==> src/logic/fms_pkg.sv <==
/*
 * Shared constants and types of the four-mode serial port.
 * Assumes a single oscillator clock; the mode 0 clock shape and prescaler counts below are in its periods.
 */
`default_nettype none

package fms_pkg;

	// ********************************************
	// Mode encoding: {mode_select_high, mode_select_low}
	// ********************************************
	localparam logic [1:0] MODE_SYNC   = 2'h0;
	localparam logic [1:0] MODE_ASYNC8 = 2'h1;
	localparam logic [1:0] MODE_OSC9   = 2'h2;
	localparam logic [1:0] MODE_TMR9   = 2'h3;

	// ********************************************
	// Mode 0 shift clock shape, in oscillator clocks
	// ********************************************
	localparam logic [3:0] M0_PERIOD_SLOW = 4'hc;
	localparam logic [3:0] M0_LOW_SLOW    = 4'h6;
	localparam logic [3:0] M0_LEAD_SLOW   = 4'h3;
	localparam logic [3:0] M0_PERIOD_FAST = 4'h4;
	localparam logic [3:0] M0_LOW_FAST    = 4'h2;
	localparam logic [3:0] M0_LEAD_FAST   = 4'h1;
	localparam logic [3:0] M0_BITS        = 4'h8;

	// ********************************************
	// Oversampling and frame layout of the async modes
	// ********************************************
	localparam logic [3:0] OVS_LAST     = 4'hf;
	localparam logic [3:0] VOTE_FIRST   = 4'h7;
	localparam logic [3:0] VOTE_LAST    = 4'h9;
	localparam logic [3:0] NINTH_IDX    = 4'h9;
	localparam logic [3:0] LAST_IDX_10  = 4'h9;
	localparam logic [3:0] LAST_IDX_11  = 4'ha;
	localparam logic [1:0] OSC_TICK_FAST = 2'h1;
	localparam logic [1:0] OSC_TICK_SLOW = 2'h3;

	// ********************************************
	// Reset values
	// ********************************************
	localparam logic [7:0]  BUF_RESET  = 8'h00;
	localparam logic [10:0] IDLE_FRAME = 11'h7ff;

	// Software control bits, grouped
	typedef struct packed {
		logic mode_select_high;
		logic mode_select_low;
		logic mode_qualifier_bit;
		logic rx_enable;
		logic baud_double_bit;
		logic tx_ninth_bit;
	} fms_cfg_s;

	typedef enum logic [1:0] {
		TX_IDLE  = 2'b00,
		TX_ASYNC = 2'b01,
		TX_SYNC  = 2'b10
	} fms_tx_state_e;

	typedef enum logic [1:0] {
		RX_HUNT  = 2'b00,
		RX_FRAME = 2'b01,
		RX_SYNC  = 2'b10
	} fms_rx_state_e;

endpackage

`default_nettype wire

==> src/logic/fms_baud_tick.sv <==
/*
 * Sixteen-times oversampling tick for the asynchronous modes.
 * Assumes timer_ovf_i is a one-clock pulse from logic on the same clock.
 */
`timescale 1ns/1ps
`default_nettype none

module fms_baud_tick (
	input  wire logic       ref_clk_i,      // Oscillator clock
	input  wire logic       reset_i,        // Async reset, high
	input  wire logic [1:0] mode_i,         // Decoded mode
	input  wire logic       baud_double_i,  // Rate doubling
	input  wire logic       timer_ovf_i,    // Timer overflow pulse
	output logic            tick_o          // One-clock 16x tick
);

	logic [1:0] pre_q;
	logic [1:0] pre_d;
	logic       half_q;
	logic       half_d;
	logic       tick_q;
	logic       tick_d;
	logic [1:0] lim;

	// ****************************************
	// Prescaler: oscillator or timer driven
	// ****************************************
	always_comb
	begin
		lim    = baud_double_i ? fms_pkg::OSC_TICK_FAST : fms_pkg::OSC_TICK_SLOW;
		pre_d  = pre_q;
		half_d = half_q;
		tick_d = 1'b0;
		if (mode_i == fms_pkg::MODE_OSC9)
		begin
			// Bit of 32 or 64 clocks, so a tick each 2 or 4 clocks
			pre_d  = (pre_q >= lim) ? 2'h0 : pre_q + 2'h1;
			tick_d = (pre_q >= lim);
		end
		else if (mode_i != fms_pkg::MODE_SYNC)
		begin
			// Halving the overflow gives the 1/32 bit rate
			if (timer_ovf_i)
			begin
				half_d = ~half_q;
				tick_d = baud_double_i | half_q;
			end
		end
	end

	always_ff @(posedge ref_clk_i or posedge reset_i)
	begin
		if (reset_i)
		begin
			pre_q  <= 2'h0;
			half_q <= 1'b0;
			tick_q <= 1'b0;
		end
		else
		begin
			pre_q  <= pre_d;
			half_q <= half_d;
			tick_q <= tick_d;
		end
	end

	assign tick_o = tick_q;

endmodule // fms_baud_tick

`default_nettype wire

==> src/logic/fms_rx_sampler.sv <==
/*
 * Pin synchroniser and two-of-three voter for the data pin.
 * Assumes the pin is asynchronous to the oscillator clock.
 */
`timescale 1ns/1ps
`default_nettype none

module fms_rx_sampler (
	input  wire logic ref_clk_i,    // Oscillator clock
	input  wire logic reset_i,      // Async reset, high
	input  wire logic pin_i,        // Raw data pin
	input  wire logic sample_en_i,  // Keep current sample
	output logic      sync_o,       // Synchronised pin
	output logic      vote_o        // Majority of two kept and current
);

	logic       meta_q;
	logic       sync_q;
	logic [1:0] keep_q;
	logic [1:0] keep_d;

	// Keep the two earlier samples of the three
	always_comb
	begin
		keep_d = sample_en_i ? {keep_q[0], sync_q} : keep_q;
	end

	// Meta stage feeds only the second flop
	always_ff @(posedge ref_clk_i or posedge reset_i)
	begin
		if (reset_i)
		begin
			meta_q <= 1'b1;
			sync_q <= 1'b1;
			keep_q <= 2'h3;
		end
		else
		begin
			meta_q <= pin_i;
			sync_q <= meta_q;
			keep_q <= keep_d;
		end
	end

	assign sync_o = sync_q;
	assign vote_o = (keep_q[1] & keep_q[0]) | (keep_q[1] & sync_q) | (keep_q[0] & sync_q);

endmodule // fms_rx_sampler

`default_nettype wire

==> src/logic/fms_serial_port.sv <==
/*
 * Four-mode serial port: synchronous shifter (mode 0) and three async modes.
 * Assumes software-side strobes are one-clock pulses on ref_clk_i and the
 * data pin is asynchronous; the tx pin carries the mode 0 shift clock.
 */
`timescale 1ns/1ps
`default_nettype none

module fms_serial_port (
	input  wire logic             ref_clk_i,         // Oscillator clock, 10 MHz
	input  wire logic             reset_i,           // Async reset, high
	input  wire fms_pkg::fms_cfg_s cfg_i,            // Software control bits
	input  wire logic             timer_ovf_i,       // Timer overflow pulse
	input  wire logic             buf_wr_i,          // Serial buffer write strobe
	input  wire logic [7:0]       buf_wdata_i,       // Byte to transmit
	input  wire logic             tx_done_clr_i,     // Clear tx done flag
	input  wire logic             rx_done_clr_i,     // Clear rx done flag
	input  wire logic             data_pin_i,        // Data pin level
	output logic                  data_pin_o,        // Data pin drive value
	output logic                  data_pin_oe_n_o,   // Low while driving
	output logic                  txd_o,             // Tx line or shift clock
	output logic [7:0]            serial_buffer_o,   // Received byte
	output logic                  rx_ninth_bit_o,    // Received ninth bit
	output logic                  tx_done_flag_o,    // Transmit done
	output logic                  rx_done_flag_o     // Receive done
);

	logic [1:0]              mode;
	logic                    m0;
	logic [3:0]              per;
	logic [3:0]              fall_ph;
	logic [3:0]              lead_ph;
	logic                    tick;
	logic                    roll;
	logic                    rx_sync;
	logic                    vote;
	logic                    sample_en;
	logic                    realign;
	logic [3:0]              cnt_q;
	logic [3:0]              cnt_d;
	logic [3:0]              ph_q;
	logic [3:0]              ph_d;
	fms_pkg::fms_tx_state_e  tx_st_q;
	fms_pkg::fms_tx_state_e  tx_st_d;
	logic [10:0]             tx_frm_q;
	logic [10:0]             tx_frm_d;
	logic [3:0]              tx_cnt_q;
	logic [3:0]              tx_cnt_d;
	logic                    txd_q;
	logic                    txd_d;
	logic                    dout_q;
	logic                    dout_d;
	logic                    doe_n_q;
	logic                    doe_n_d;
	logic                    tx_done_q;
	logic                    tx_done_d;
	logic                    m0_act_d;
	fms_pkg::fms_rx_state_e  rx_st_q;
	fms_pkg::fms_rx_state_e  rx_st_d;
	logic [3:0]              rx_bit_q;
	logic [3:0]              rx_bit_d;
	logic [7:0]              rx_sh_q;
	logic [7:0]              rx_sh_d;
	logic                    rx_nin_q;
	logic                    rx_nin_d;
	logic                    rx_prev_q;
	logic                    rx_prev_d;
	logic [7:0]              buf_q;
	logic [7:0]              buf_d;
	logic                    rb8_q;
	logic                    rb8_d;
	logic                    rx_done_q;
	logic                    rx_done_d;
	logic [3:0]              last_idx;
	logic                    rb_val;

	// ****************************************
	// Mode decode and mode 0 clock shape
	// ****************************************
	assign mode     = {cfg_i.mode_select_high, cfg_i.mode_select_low};
	assign m0       = (mode == fms_pkg::MODE_SYNC);
	assign per      = cfg_i.mode_qualifier_bit ? fms_pkg::M0_PERIOD_FAST
	                                           : fms_pkg::M0_PERIOD_SLOW;
	assign fall_ph  = cfg_i.mode_qualifier_bit ? per - fms_pkg::M0_LOW_FAST
	                                           : per - fms_pkg::M0_LOW_SLOW;
	assign lead_ph  = cfg_i.mode_qualifier_bit ? fall_ph - fms_pkg::M0_LEAD_FAST
	                                           : fall_ph - fms_pkg::M0_LEAD_SLOW;
	assign last_idx = (mode == fms_pkg::MODE_ASYNC8) ? fms_pkg::LAST_IDX_10
	                                                 : fms_pkg::LAST_IDX_11;
	assign roll     = tick & (cnt_q == fms_pkg::OVS_LAST);

	// ****************************************
	// Rate source and pin sampler
	// ****************************************
	fms_baud_tick u_tick (
		.ref_clk_i     (ref_clk_i),
		.reset_i       (reset_i),
		.mode_i        (mode),
		.baud_double_i (cfg_i.baud_double_bit),
		.timer_ovf_i   (timer_ovf_i),
		.tick_o        (tick)
	);

	fms_rx_sampler u_samp (
		.ref_clk_i   (ref_clk_i),
		.reset_i     (reset_i),
		.pin_i       (data_pin_i),
		.sample_en_i (sample_en),
		.sync_o      (rx_sync),
		.vote_o      (vote)
	);

	// ****************************************
	// Timing: divide-by-16 counter and mode 0 phase
	// ****************************************
	// One counter serves both directions, so a realign also moves tx timing
	always_comb
	begin
		cnt_d = tick ? cnt_q + 4'h1 : cnt_q;
		if (realign)
		begin
			cnt_d = 4'h0;
		end
		if ((tx_st_q == fms_pkg::TX_SYNC) || (rx_st_q == fms_pkg::RX_SYNC))
		begin
			ph_d = (ph_q >= per - 4'h1) ? 4'h0 : ph_q + 4'h1;
		end
		else
		begin
			ph_d = 4'h0;
		end
	end

	always_ff @(posedge ref_clk_i or posedge reset_i)
	begin
		if (reset_i)
		begin
			cnt_q <= 4'h0;
			ph_q  <= 4'h0;
		end
		else
		begin
			cnt_q <= cnt_d;
			ph_q  <= ph_d;
		end
	end

	// ****************************************
	// Transmitter
	// ****************************************
	always_comb
	begin
		tx_st_d   = tx_st_q;
		tx_frm_d  = tx_frm_q;
		tx_cnt_d  = tx_cnt_q;
		txd_d     = txd_q;
		dout_d    = dout_q;
		doe_n_d   = doe_n_q;
		tx_done_d = tx_done_q & ~tx_done_clr_i;
		case (tx_st_q)
			fms_pkg::TX_IDLE:
			begin
				txd_d = 1'b1;
			end
			fms_pkg::TX_SYNC:
			begin
				if (ph_d == lead_ph)
				begin
					dout_d   = tx_frm_q[0];
					tx_frm_d = {1'b1, tx_frm_q[10:1]};
				end
				if (ph_q == per - 4'h1)
				begin
					tx_cnt_d = tx_cnt_q + 4'h1;
					if (tx_cnt_q == fms_pkg::M0_BITS - 4'h1)
					begin
						tx_st_d   = fms_pkg::TX_IDLE;
						doe_n_d   = 1'b1;
						tx_done_d = 1'b1;
					end
				end
			end
			fms_pkg::TX_ASYNC:
			begin
				if (roll)
				begin
					txd_d    = tx_frm_q[0];
					tx_frm_d = {1'b1, tx_frm_q[10:1]};
					tx_cnt_d = tx_cnt_q + 4'h1;
					if (tx_cnt_q == last_idx)
					begin
						tx_st_d   = fms_pkg::TX_IDLE;
						tx_done_d = 1'b1;
					end
				end
			end
			default:
			begin
				tx_st_d = fms_pkg::TX_IDLE;
			end
		endcase
		// A write restarts the transmitter whatever it was doing
		if (buf_wr_i)
		begin
			tx_cnt_d = 4'h0;
			if (m0)
			begin
				tx_frm_d = {3'h7, buf_wdata_i};
				tx_st_d  = fms_pkg::TX_SYNC;
				doe_n_d  = 1'b0;
			end
			else
			begin
				tx_frm_d = {1'b1, (mode == fms_pkg::MODE_ASYNC8) | cfg_i.tx_ninth_bit,
				            buf_wdata_i, 1'b0};
				tx_st_d  = fms_pkg::TX_ASYNC;
				doe_n_d  = 1'b1;
			end
		end
		// In mode 0 the tx pin is the shift clock, low in the back part of each period
		m0_act_d = (tx_st_d == fms_pkg::TX_SYNC) || (rx_st_d == fms_pkg::RX_SYNC);
		if (m0)
		begin
			txd_d = ~(m0_act_d & (ph_d >= fall_ph));
		end
	end

	always_ff @(posedge ref_clk_i or posedge reset_i)
	begin
		if (reset_i)
		begin
			tx_st_q   <= fms_pkg::TX_IDLE;
			tx_frm_q  <= fms_pkg::IDLE_FRAME;
			tx_cnt_q  <= 4'h0;
			txd_q     <= 1'b1;
			dout_q    <= 1'b1;
			doe_n_q   <= 1'b1;
			tx_done_q <= 1'b0;
		end
		else
		begin
			tx_st_q   <= tx_st_d;
			tx_frm_q  <= tx_frm_d;
			tx_cnt_q  <= tx_cnt_d;
			txd_q     <= txd_d;
			dout_q    <= dout_d;
			doe_n_q   <= doe_n_d;
			tx_done_q <= tx_done_d;
		end
	end

	// ****************************************
	// Receiver
	// ****************************************
	assign sample_en = tick & (rx_st_q == fms_pkg::RX_FRAME) &
	                   (cnt_q >= fms_pkg::VOTE_FIRST) & (cnt_q <= fms_pkg::VOTE_LAST);

	always_comb
	begin
		rx_st_d   = rx_st_q;
		rx_bit_d  = rx_bit_q;
		rx_sh_d   = rx_sh_q;
		rx_nin_d  = rx_nin_q;
		buf_d     = buf_q;
		rb8_d     = rb8_q;
		realign   = 1'b0;
		rb_val    = 1'b0;
		rx_prev_d = tick ? rx_sync : rx_prev_q;
		rx_done_d = rx_done_q & ~rx_done_clr_i;
		case (rx_st_q)
			fms_pkg::RX_HUNT:
			begin
				rx_bit_d = 4'h0;
				if (m0)
				begin
					// Starts only while the flag is clear and the line is free
					if (cfg_i.rx_enable && !rx_done_q && !buf_wr_i &&
					    (tx_st_q == fms_pkg::TX_IDLE))
					begin
						rx_st_d = fms_pkg::RX_SYNC;
					end
				end
				else if (cfg_i.rx_enable && tick && rx_prev_q && !rx_sync)
				begin
					realign = 1'b1;
					rx_st_d = fms_pkg::RX_FRAME;
				end
			end
			fms_pkg::RX_FRAME:
			begin
				if (tick && (cnt_q == fms_pkg::VOTE_LAST))
				begin
					rx_bit_d = rx_bit_q + 4'h1;
					if (rx_bit_q == 4'h0)
					begin
						if (vote)
						begin
							rx_st_d = fms_pkg::RX_HUNT;
						end
					end
					else if (rx_bit_q == last_idx)
					begin
						// Middle of the stop bit: decide, then hunt again
						rb_val  = (mode == fms_pkg::MODE_ASYNC8) ? vote : rx_nin_q;
						rx_st_d = fms_pkg::RX_HUNT;
						if (!rx_done_q && (!cfg_i.mode_qualifier_bit || rb_val))
						begin
							buf_d     = rx_sh_q;
							rb8_d     = rb_val;
							rx_done_d = 1'b1;
						end
					end
					else if (rx_bit_q == fms_pkg::NINTH_IDX)
					begin
						rx_nin_d = vote;
					end
					else
					begin
						rx_sh_d = {vote, rx_sh_q[7:1]};
					end
				end
			end
			fms_pkg::RX_SYNC:
			begin
				// Sample just as the shift clock rises; partner moved data at the fall
				if (ph_q == per - 4'h1)
				begin
					rx_sh_d  = {rx_sync, rx_sh_q[7:1]};
					rx_bit_d = rx_bit_q + 4'h1;
					if (rx_bit_q == fms_pkg::M0_BITS - 4'h1)
					begin
						buf_d     = {rx_sync, rx_sh_q[7:1]};
						rx_done_d = 1'b1;
						rx_st_d   = fms_pkg::RX_HUNT;
					end
				end
				if (buf_wr_i)
				begin
					rx_st_d = fms_pkg::RX_HUNT;
				end
			end
			default:
			begin
				rx_st_d = fms_pkg::RX_HUNT;
			end
		endcase
	end

	always_ff @(posedge ref_clk_i or posedge reset_i)
	begin
		if (reset_i)
		begin
			rx_st_q   <= fms_pkg::RX_HUNT;
			rx_bit_q  <= 4'h0;
			rx_sh_q   <= fms_pkg::BUF_RESET;
			rx_nin_q  <= 1'b0;
			rx_prev_q <= 1'b1;
			buf_q     <= fms_pkg::BUF_RESET;
			rb8_q     <= 1'b0;
			rx_done_q <= 1'b0;
		end
		else
		begin
			rx_st_q   <= rx_st_d;
			rx_bit_q  <= rx_bit_d;
			rx_sh_q   <= rx_sh_d;
			rx_nin_q  <= rx_nin_d;
			rx_prev_q <= rx_prev_d;
			buf_q     <= buf_d;
			rb8_q     <= rb8_d;
			rx_done_q <= rx_done_d;
		end
	end

	// Outputs come straight from flops
	assign data_pin_o      = dout_q;
	assign data_pin_oe_n_o = doe_n_q;
	assign txd_o           = txd_q;
	assign serial_buffer_o = buf_q;
	assign rx_ninth_bit_o  = rb8_q;
	assign tx_done_flag_o  = tx_done_q;
	assign rx_done_flag_o  = rx_done_q;

endmodule // fms_serial_port

`default_nettype wire

==> config.mk <==
export PLATFORM = sky130hd
export DESIGN_NAME = fms_serial_port
export DESIGN_NICKNAME = d
export VERILOG_FILES = /design/src/logic/fms_pkg.sv /design/src/logic/fms_baud_tick.sv /design/src/logic/fms_rx_sampler.sv /design/src/logic/fms_serial_port.sv
export SDC_FILE = /design/constraint.sdc
export NUM_CORES = 1
export LEC_CHECK = 0
export ABC_AREA = 1
export CAP_MARGIN = 5
export CORE_MARGIN = 2
export CORE_UTILIZATION = 41
export CTS_CLUSTER_DIAMETER = 30
export DETAILED_ROUTE_END_ITERATION = 6
export DONT_BUFFER_PORTS = 1
export GPL_TIMING_DRIVEN = 0
export PLACE_DENSITY = 0.66
export SYNTH_ARGS = -nofsm -noshare
export SYNTH_HDL_FRONTEND = slang
export SYNTH_SLANG_ARGS = --single-unit
export TNS_END_PERCENT = 10
==> constraint.sdc <==
create_clock -name ref_clk_i -period 2.4 [get_ports ref_clk_i]
set_clock_uncertainty 0.1 [all_clocks]
set_input_delay 0.12 -clock ref_clk_i [delete_from_list [all_inputs] [get_ports ref_clk_i]]
set_output_delay 0.12 -clock ref_clk_i [all_outputs]
set_load 0.1 [all_outputs]
==> impl_metrics.toml, run 1 <==
[run_status]
status = "finished clean"

[sta]
setup_viol_count_final = 0
fin_ws_ps = 122
rsz0062_at_grt = "no"
worstMarginPinSlew_ps = 1060
fin_crit_ps = 2280
slew_violations = 0
fin_crit_sh_pct = 94.9
max_slew_margin_pct = 29.5
max_freq_ghz = 0.439
hold_violations = 0

[synthesis]
netlist_instances = 425
synth.area.top_cells = "dfrtp_1 (32%), dfstp_2 (14%), nand2_1 (9.8%), inv_1 (7.0%), ha_1 (6.9%)"
synthDominantCellAreaShare_pct = 32.1
synthTopCellsByCount = "nand2_1 (90), inv_1 (64), dfrtp_1 (44), o21ai_0 (44), nor2_1 (36)"
ys_warn_count = 0
synth.avg_cell_area_um2 = 8.08
post-synth-top-count-cell = "nand2_1"
synth-edff-count = 0
synth-seq-area-share_pct = 45.8
syn_nets = 465
yosysTopAreaCell = "dfrtp_1"
ys.flop_type = "dfrtp_1"
synth-seq-cells = 62
synth_area_mm2 = 0.00343
async_reset_ff_share_pct = 100
synth_cell_types = 41

[layout]
utilization_pct = 49.1
stdcell_area_mm2 = 0.00402
fin_cells = 568
fin_nets = 498
antenna_cells = 0
syn_to_final_growth_pct = 17.0
drive_above_1_share_pct = 11.9

[pwr]
vdd_drop_max_mv = 0.484
p_leak_nw = 1.89
total_power_w = 0.00427
p_per_area_mw_per_mm2 = 1060

[setup_path]
crit_start = "rx_done_flag_o"
critPathMaxFanout = 5
setup.worst_path.start_class = "flop"
reg2reg_from = "rx_done_flag_o"
critical_path_arrival_ps = 2460
critical_path_required_ps = 2580
endpoint_kind = "flop"
worst-setup-path-type = "flop to flop"

[floorplanning]
core_mm2 = 0.00818
dieArea_mm2 = 0.00912
fp-row-count = 33
ios = 35
die_y_um = 95.5
die_w_um = 95.5
start_util_pct = 42.0

[place]
io_buffers = 0
dpl.hpwl_um = 5180
dp.cells = 531
gp_congestion = 0.839
dpl_cell_area_mm2 = 0.00358
dp_slack_ps = 289

[clock_tree]
worstSkewPairLatency_ps = 340
path_clk_slew_ps = 80
cts_setup_buffers = 0
cts.repair.resized = 0
cts_buffer_depth = 2
htree_levels = 3
cts_tree = "built"
cts-root-buf = "clkbuf_8"
postCtsHoldBufs = 21
cts_sinks = 62
cts_inserted_buffers = 9

[global_routing]
grt_overflow = 0
antenna_found_initial = 0
grtUsageTotal_pct = 18.1
grt_pass1_vias = 2878
grt_max_degree = 43
grt_pass1_wl_um = 12700

[drt]
vias_per_cell = 4.99
wl_um = 7250
num_vias = 2832
drtIter0Drc = 104
final_antenna_net_count = 0
firstDrtPassIters = 4
avgRoutedWirePerCell_um = 12.8
drc = 0

[hold_path]
min_path_type = "input pin to flop"
hold_start = "buf_wr_i"

[run]
drv_cap = 0
## placed cells by master (no fill, tap or decap), types with 2 or more instances in the layout
master | synthesis | final
clkbuf_1 | 2 | 2
a31oi_1 | 2 | 2
inv_2 | 2 | 3
inv_1 | 64 | 63
dfstp_2 | 18 | 18
o22ai_1 | 5 | 5
nand4_1 | 3 | 3
clkinv_1 | 2 | 2
a21oi_1 | 18 | 18
xor2_1 | 5 | 5
nor2_1 | 36 | 36
nor3_1 | 5 | 5
o211ai_1 | 2 | 2
ha_1 | 19 | 19
dlygate4sd3_1 | 0 | 21
xnor2_1 | 2 | 2
nand2_2 | 3 | 3
nor3b_1 | 2 | 2
o21ai_0 | 44 | 44
bufinv_16 | 0 | 2
clkbuf_8 | 0 | 9
nand2_1 | 90 | 90
nand3_1 | 29 | 29
buf_2 | 3 | 3
o221ai_1 | 3 | 3
clkinvlp_4 | 0 | 2
dfrtp_1 | 44 | 44
o21ai_2 | 5 | 5
## through the flow
stage / setup TNS, ps / hold WS, ps
6_report: 0 / 26.2
2_1_floorplan: 0 / 24.5
3_3_place_gp: -2510 / 24.6
3_5_place_dp: 0 / -54.6
5_1_grt: 0 / 52.4
4_1_cts: 0 / 12.1
## kinds of logic after synthesis
group,count (synthesis),share of synthesized area (%)
and+or+nand+nor,174,21.7
AOI/OAI and AO/OA,87,14.8
buffers and inverters,75,8.64
DFF,62,45.8
adders and majority gates,19,6.92
xor gates and xnor gates,7,1.79
muxes,1,0.328
## per-layer routing
| metal | part of all wire (%) | GRT usage (%) |
|---|---|---|
| met5 | 0 | 0 |
| met4 | 1.0 | 5.48 |
| met3 | 4.9 | 5.30 |
| met2 | 48 | 31.9 |
| met1 | 46 | 21.2 |
## flip-flops by register name, indices dropped and copies added (netlist names), 2 cells and up
name	flops
u_tick.pre_q	2
rx_st_q	2
rx_sh_q	8
tx_st_q	2
tx_cnt_q	4
serial_buffer_o	8
tx_frm_q	10
u_samp.keep_q	2
cnt_q	4
ph_q	4
rx_bit_q	4
## critical path, cell delays in order (launching register included)
cell	delay, ps
dfrtp_1	1050
nand2_1	110
o221ai_1	200
inv_1	60
a21oi_1	130
dlygate4sd3_1	570
## layout make-up
type / instances / area (um2)
Inverter: 68 / 255
Tap cell: 105 / 131
Clock buffer: 9 / 124
Buffer: 7 / 41.3
Sequential cell: 62 / 1570
Clock inverter: 7 / 97.6
Multi-Input combinational cell: 288 / 1560
Fill cell: 797 / 4160
Timing Repair Buffer: 22 / 230
## power by group
group | leakage (nW) | internal (W) | switching, W
clock network | 0.106 | 0.000588 | 0.000445
registers | 0.764 | 0.00136 | 0.000736
logic | 1.02 | 0.000450 | 0.000694
## final timing paths
check	to	slack, ps	cells past startpoint
max	rx_done_flag_o	120	5
min reg2reg	u_samp.sync_o	260	0
min in group asynchronous	rx_sh_q[1]	130	2
max reg2reg	rx_done_flag_o	120	5
max in group asynchronous	tx_frm_q[9]	1410	3
min	rx_st_q[1]	30	4
Note: power is estimated with default switching activity, not from simulation.
==> run 2: changes to the inputs <==
Settings changed: SYNTH_HIERARCHICAL from default to 1.
==> impl_metrics.toml, run 2 <==
[sta]
fin_crit_ps = 2220
worstMarginPinSlew_ps = 1040
final.setup.tns_ps = 0
setup_viol_count_final = 0
slew_violations = 0
rsz0062_at_grt = "no"
fin_ws_ps = 177
max_slew_margin_pct = 30.7
max_freq_ghz = 0.450
holdWs_ps = -5.34
hold_violations = 1
fin_crit_sh_pct = 92.6

[synthesis]
synth.avg_cell_area_um2 = 7.90
synth-seq-cells = 62
ys_warn_count = 6
synthTopCellsByCount = "nand2_1 (79), inv_1 (70), nor2_1 (51)"
syn_nets = 484
synthDominantCellAreaShare_pct = 31.4
synth_cell_types = 41
async_reset_ff_share_pct = 100
synth.area.top_cells = "dfrtp_1 (31%), dfstp_2 (13%), nand2_1 (8.5%), inv_1 (7.5%), ha_1 (6.8%)"
yosysTopAreaCell = "dfrtp_1"
synth-seq-area-share_pct = 44.9
ys.flop_type = "dfrtp_1"
netlist_instances = 444
post-synth-top-count-cell = "nand2_1"
synth-edff-count = 0
synth_area_mm2 = 0.00351

[layout]
layout_common_cells = "nand2_1 (78), inv_1 (69), nor2_1 (50), dfrtp_1 (44), o21ai_0 (36)"
final_common_cell = "nand2_1"
drive_above_1_share_pct = 13.2
syn_to_final_growth_pct = 18.1
fin_nets = 519
fin_cells = 589
largest_register_ffs = 10
top_register = "tx_frm_q"
antenna_cells = 0
nFillCells = 788

[setup_path]
critical_path_arrival_ps = 2370
r2r_cells = 12
crit_chain = "inv_1, ha_1, buf_4, nor2_2, nor2_1, inv_1, or2_4, nand4_1, nand2_2, nand2_4, buf_6, o21ai_0"
r2r_setup_slack_ps = 180
cp_common_cell = "inv_1"
worst-setup-path-type = "flop to flop"
endpoint_kind = "flop"
critical_path_required_ps = 2550
critPathMaxFanout = 10
rr_endpoint = "tx_frm_q[6]"
reg2reg_from = "rx_st_q[0]"
slowest_delay_ps = 410
cp_slowest_cell = "dfrtp_1"
setup.worst_path.start_class = "flop"

[drt]
num_vias = 3022
avgRoutedWirePerCell_um = 13.4
firstDrtPassIters = 4
wl_um = 7900
final_antenna_net_count = 0
drtIter0Drc = 201
drc = 0
vias_per_cell = 5.13

[hold_path]
hold_start = "buf_wdata_i[1]"
hold_depth = 4
whs_endpoint = "tx_frm_q[1]"
min_path_type = "input pin to flop"

[floorplanning]
die_y_um = 96.5
dieArea_mm2 = 0.00931
start_util_pct = 42.5
core_mm2 = 0.00826
fp-row-count = 33
die_w_um = 96.5
ios = 35

[global_routing]
grt_overflow = 0
antenna_found_initial = 0
grt_pass1_wl_um = 13700
grt_pass1_vias = 3063
grt_max_degree = 40
grtUsageTotal_pct = 19.0

[clock_tree]
cts-root-buf = "clkbuf_8"
cts_inserted_buffers = 9
cts_tree = "built"
worstSkewPairLatency_ps = 330
cts_sinks = 62
path_clk_slew_ps = 70
cts_buffer_depth = 2
htree_levels = 3

[pwr]
p_per_area_mw_per_mm2 = 1100
p_leak_nw = 1.94
vdd_drop_max_mv = 0.471

[place]
io_buffers = 0
dpl.hpwl_um = 5760
gp_congestion = 0.899
dp_slack_ps = 42.6
dp.cells = 550

[run_status]
violations = "hold timing"
status = "finished with violations"

[run]
drv_cap = 0
## run 2: changes by cell type after synthesis, sizes merged, moves of 2 or more
cell and change:
nor2 +17, nand2 -13, a21oi +9, inv +5, clkbuf +4, nor3 +4
o21ai -4, o221ai -3, a31oi +2
## run 2: per-layer routing
metal | GRT usage, % | share of wire, % | up-vias
met2 | 31.0 | 48 | 77
li1 | - | - | 1515
met3 | 5.82 | 5.7 | 13
met4 | 6.69 | 1.4 | 0
met5 | 0 | 0 | -
met1 | 23.9 | 45 | 1417
## run 2: what timing repair did
| action | 4_1_cts | 5_1_grt |
|---|---|---|
| endpoints found under the hold margin | 70 | 0 |
| buffers inserted | 0 | 5 |
| endpoints found under the setup margin | 0 | 26 |
| resized for setup | 0 | 14 |
| hold buffers | 18 | 0 |
## run 2: metrics by stage
| step | area, um2 | power, W | utilization (%) |
|---|---|---|---|
| global route | 4140 | 0.00490 | 50.1 |
| global placement | 3640 | 0.00340 | 44.0 |
| CTS | 4060 | 0.00451 | 49.1 |
| floorplan | 3510 | 0.00316 | - |
| detailed placement | 3660 | 0.00347 | 44.3 |
| finish | 4140 | 0.00454 | 50.1 |
## run 2: cell type report
cell class	count	area, um2	area share, %
multi-input cells	299	1630	39.4
flip-flops and latches	62	1570	38.0
inverters	72	270	6.53
repair buffers	24	250	6.04
clock buffers	14	183	4.41
well taps	105	131	3.17
plain buffers	11	62.6	1.51
clock inverters	2	37.5	0.907
## run 2: cells by family (layout without fill, tap and decap cells)
kind of cell             Yosys count  after routing  share of synthesized area (%)
flip-flops                        62             62                           44.9
adder cells (fa/ha/maj)           19             19                           6.78
AND/OR/NAND/NOR                  183            183                           22.6
XOR/XNOR                           5              5                           1.25
AO/OA/AOI/OAI                     91             91                           14.7
buffers and inverters             83            123                           9.49
multiplexers                       1              1                          0.321
## run 2: where the power goes
group          internal [W]  switching (W)  total, W  leakage, nW
sequential          0.00139       0.000792   0.00218        0.744
combinational      0.000541       0.000825   0.00137         1.08
clock              0.000594       0.000404  0.000998        0.109
## run 2: worst max-delay path by stage
stage | start | endpoint | slack, ps | depth (start not counted)
2_1_floorplan | ph_q[3] | serial_buffer_o[0] | 400 | 10
3_3_place_gp | u_samp/sync_o | serial_buffer_o[0] | 70 | 11
3_5_place_dp | ph_q[3] | serial_buffer_o[1] | 40 | 10
4_1_cts | ph_q[3] | serial_buffer_o[1] | 20 | 10
5_1_grt | rx_st_q[0] | tx_frm_q[6] | 10 | 12
6_report | rx_st_q[0] | tx_frm_q[6] | 180 | 12
## run 2: critical path: cells and delay by family (launching register included)
kind / cells / cell delay [ps]
adders and majority gates: 1 / 190
and+or+nand+nor: 6 / 750
DFF: 1 / 410
AOI/OAI and AO/OA: 1 / 180
buffers and inverters: 4 / 500
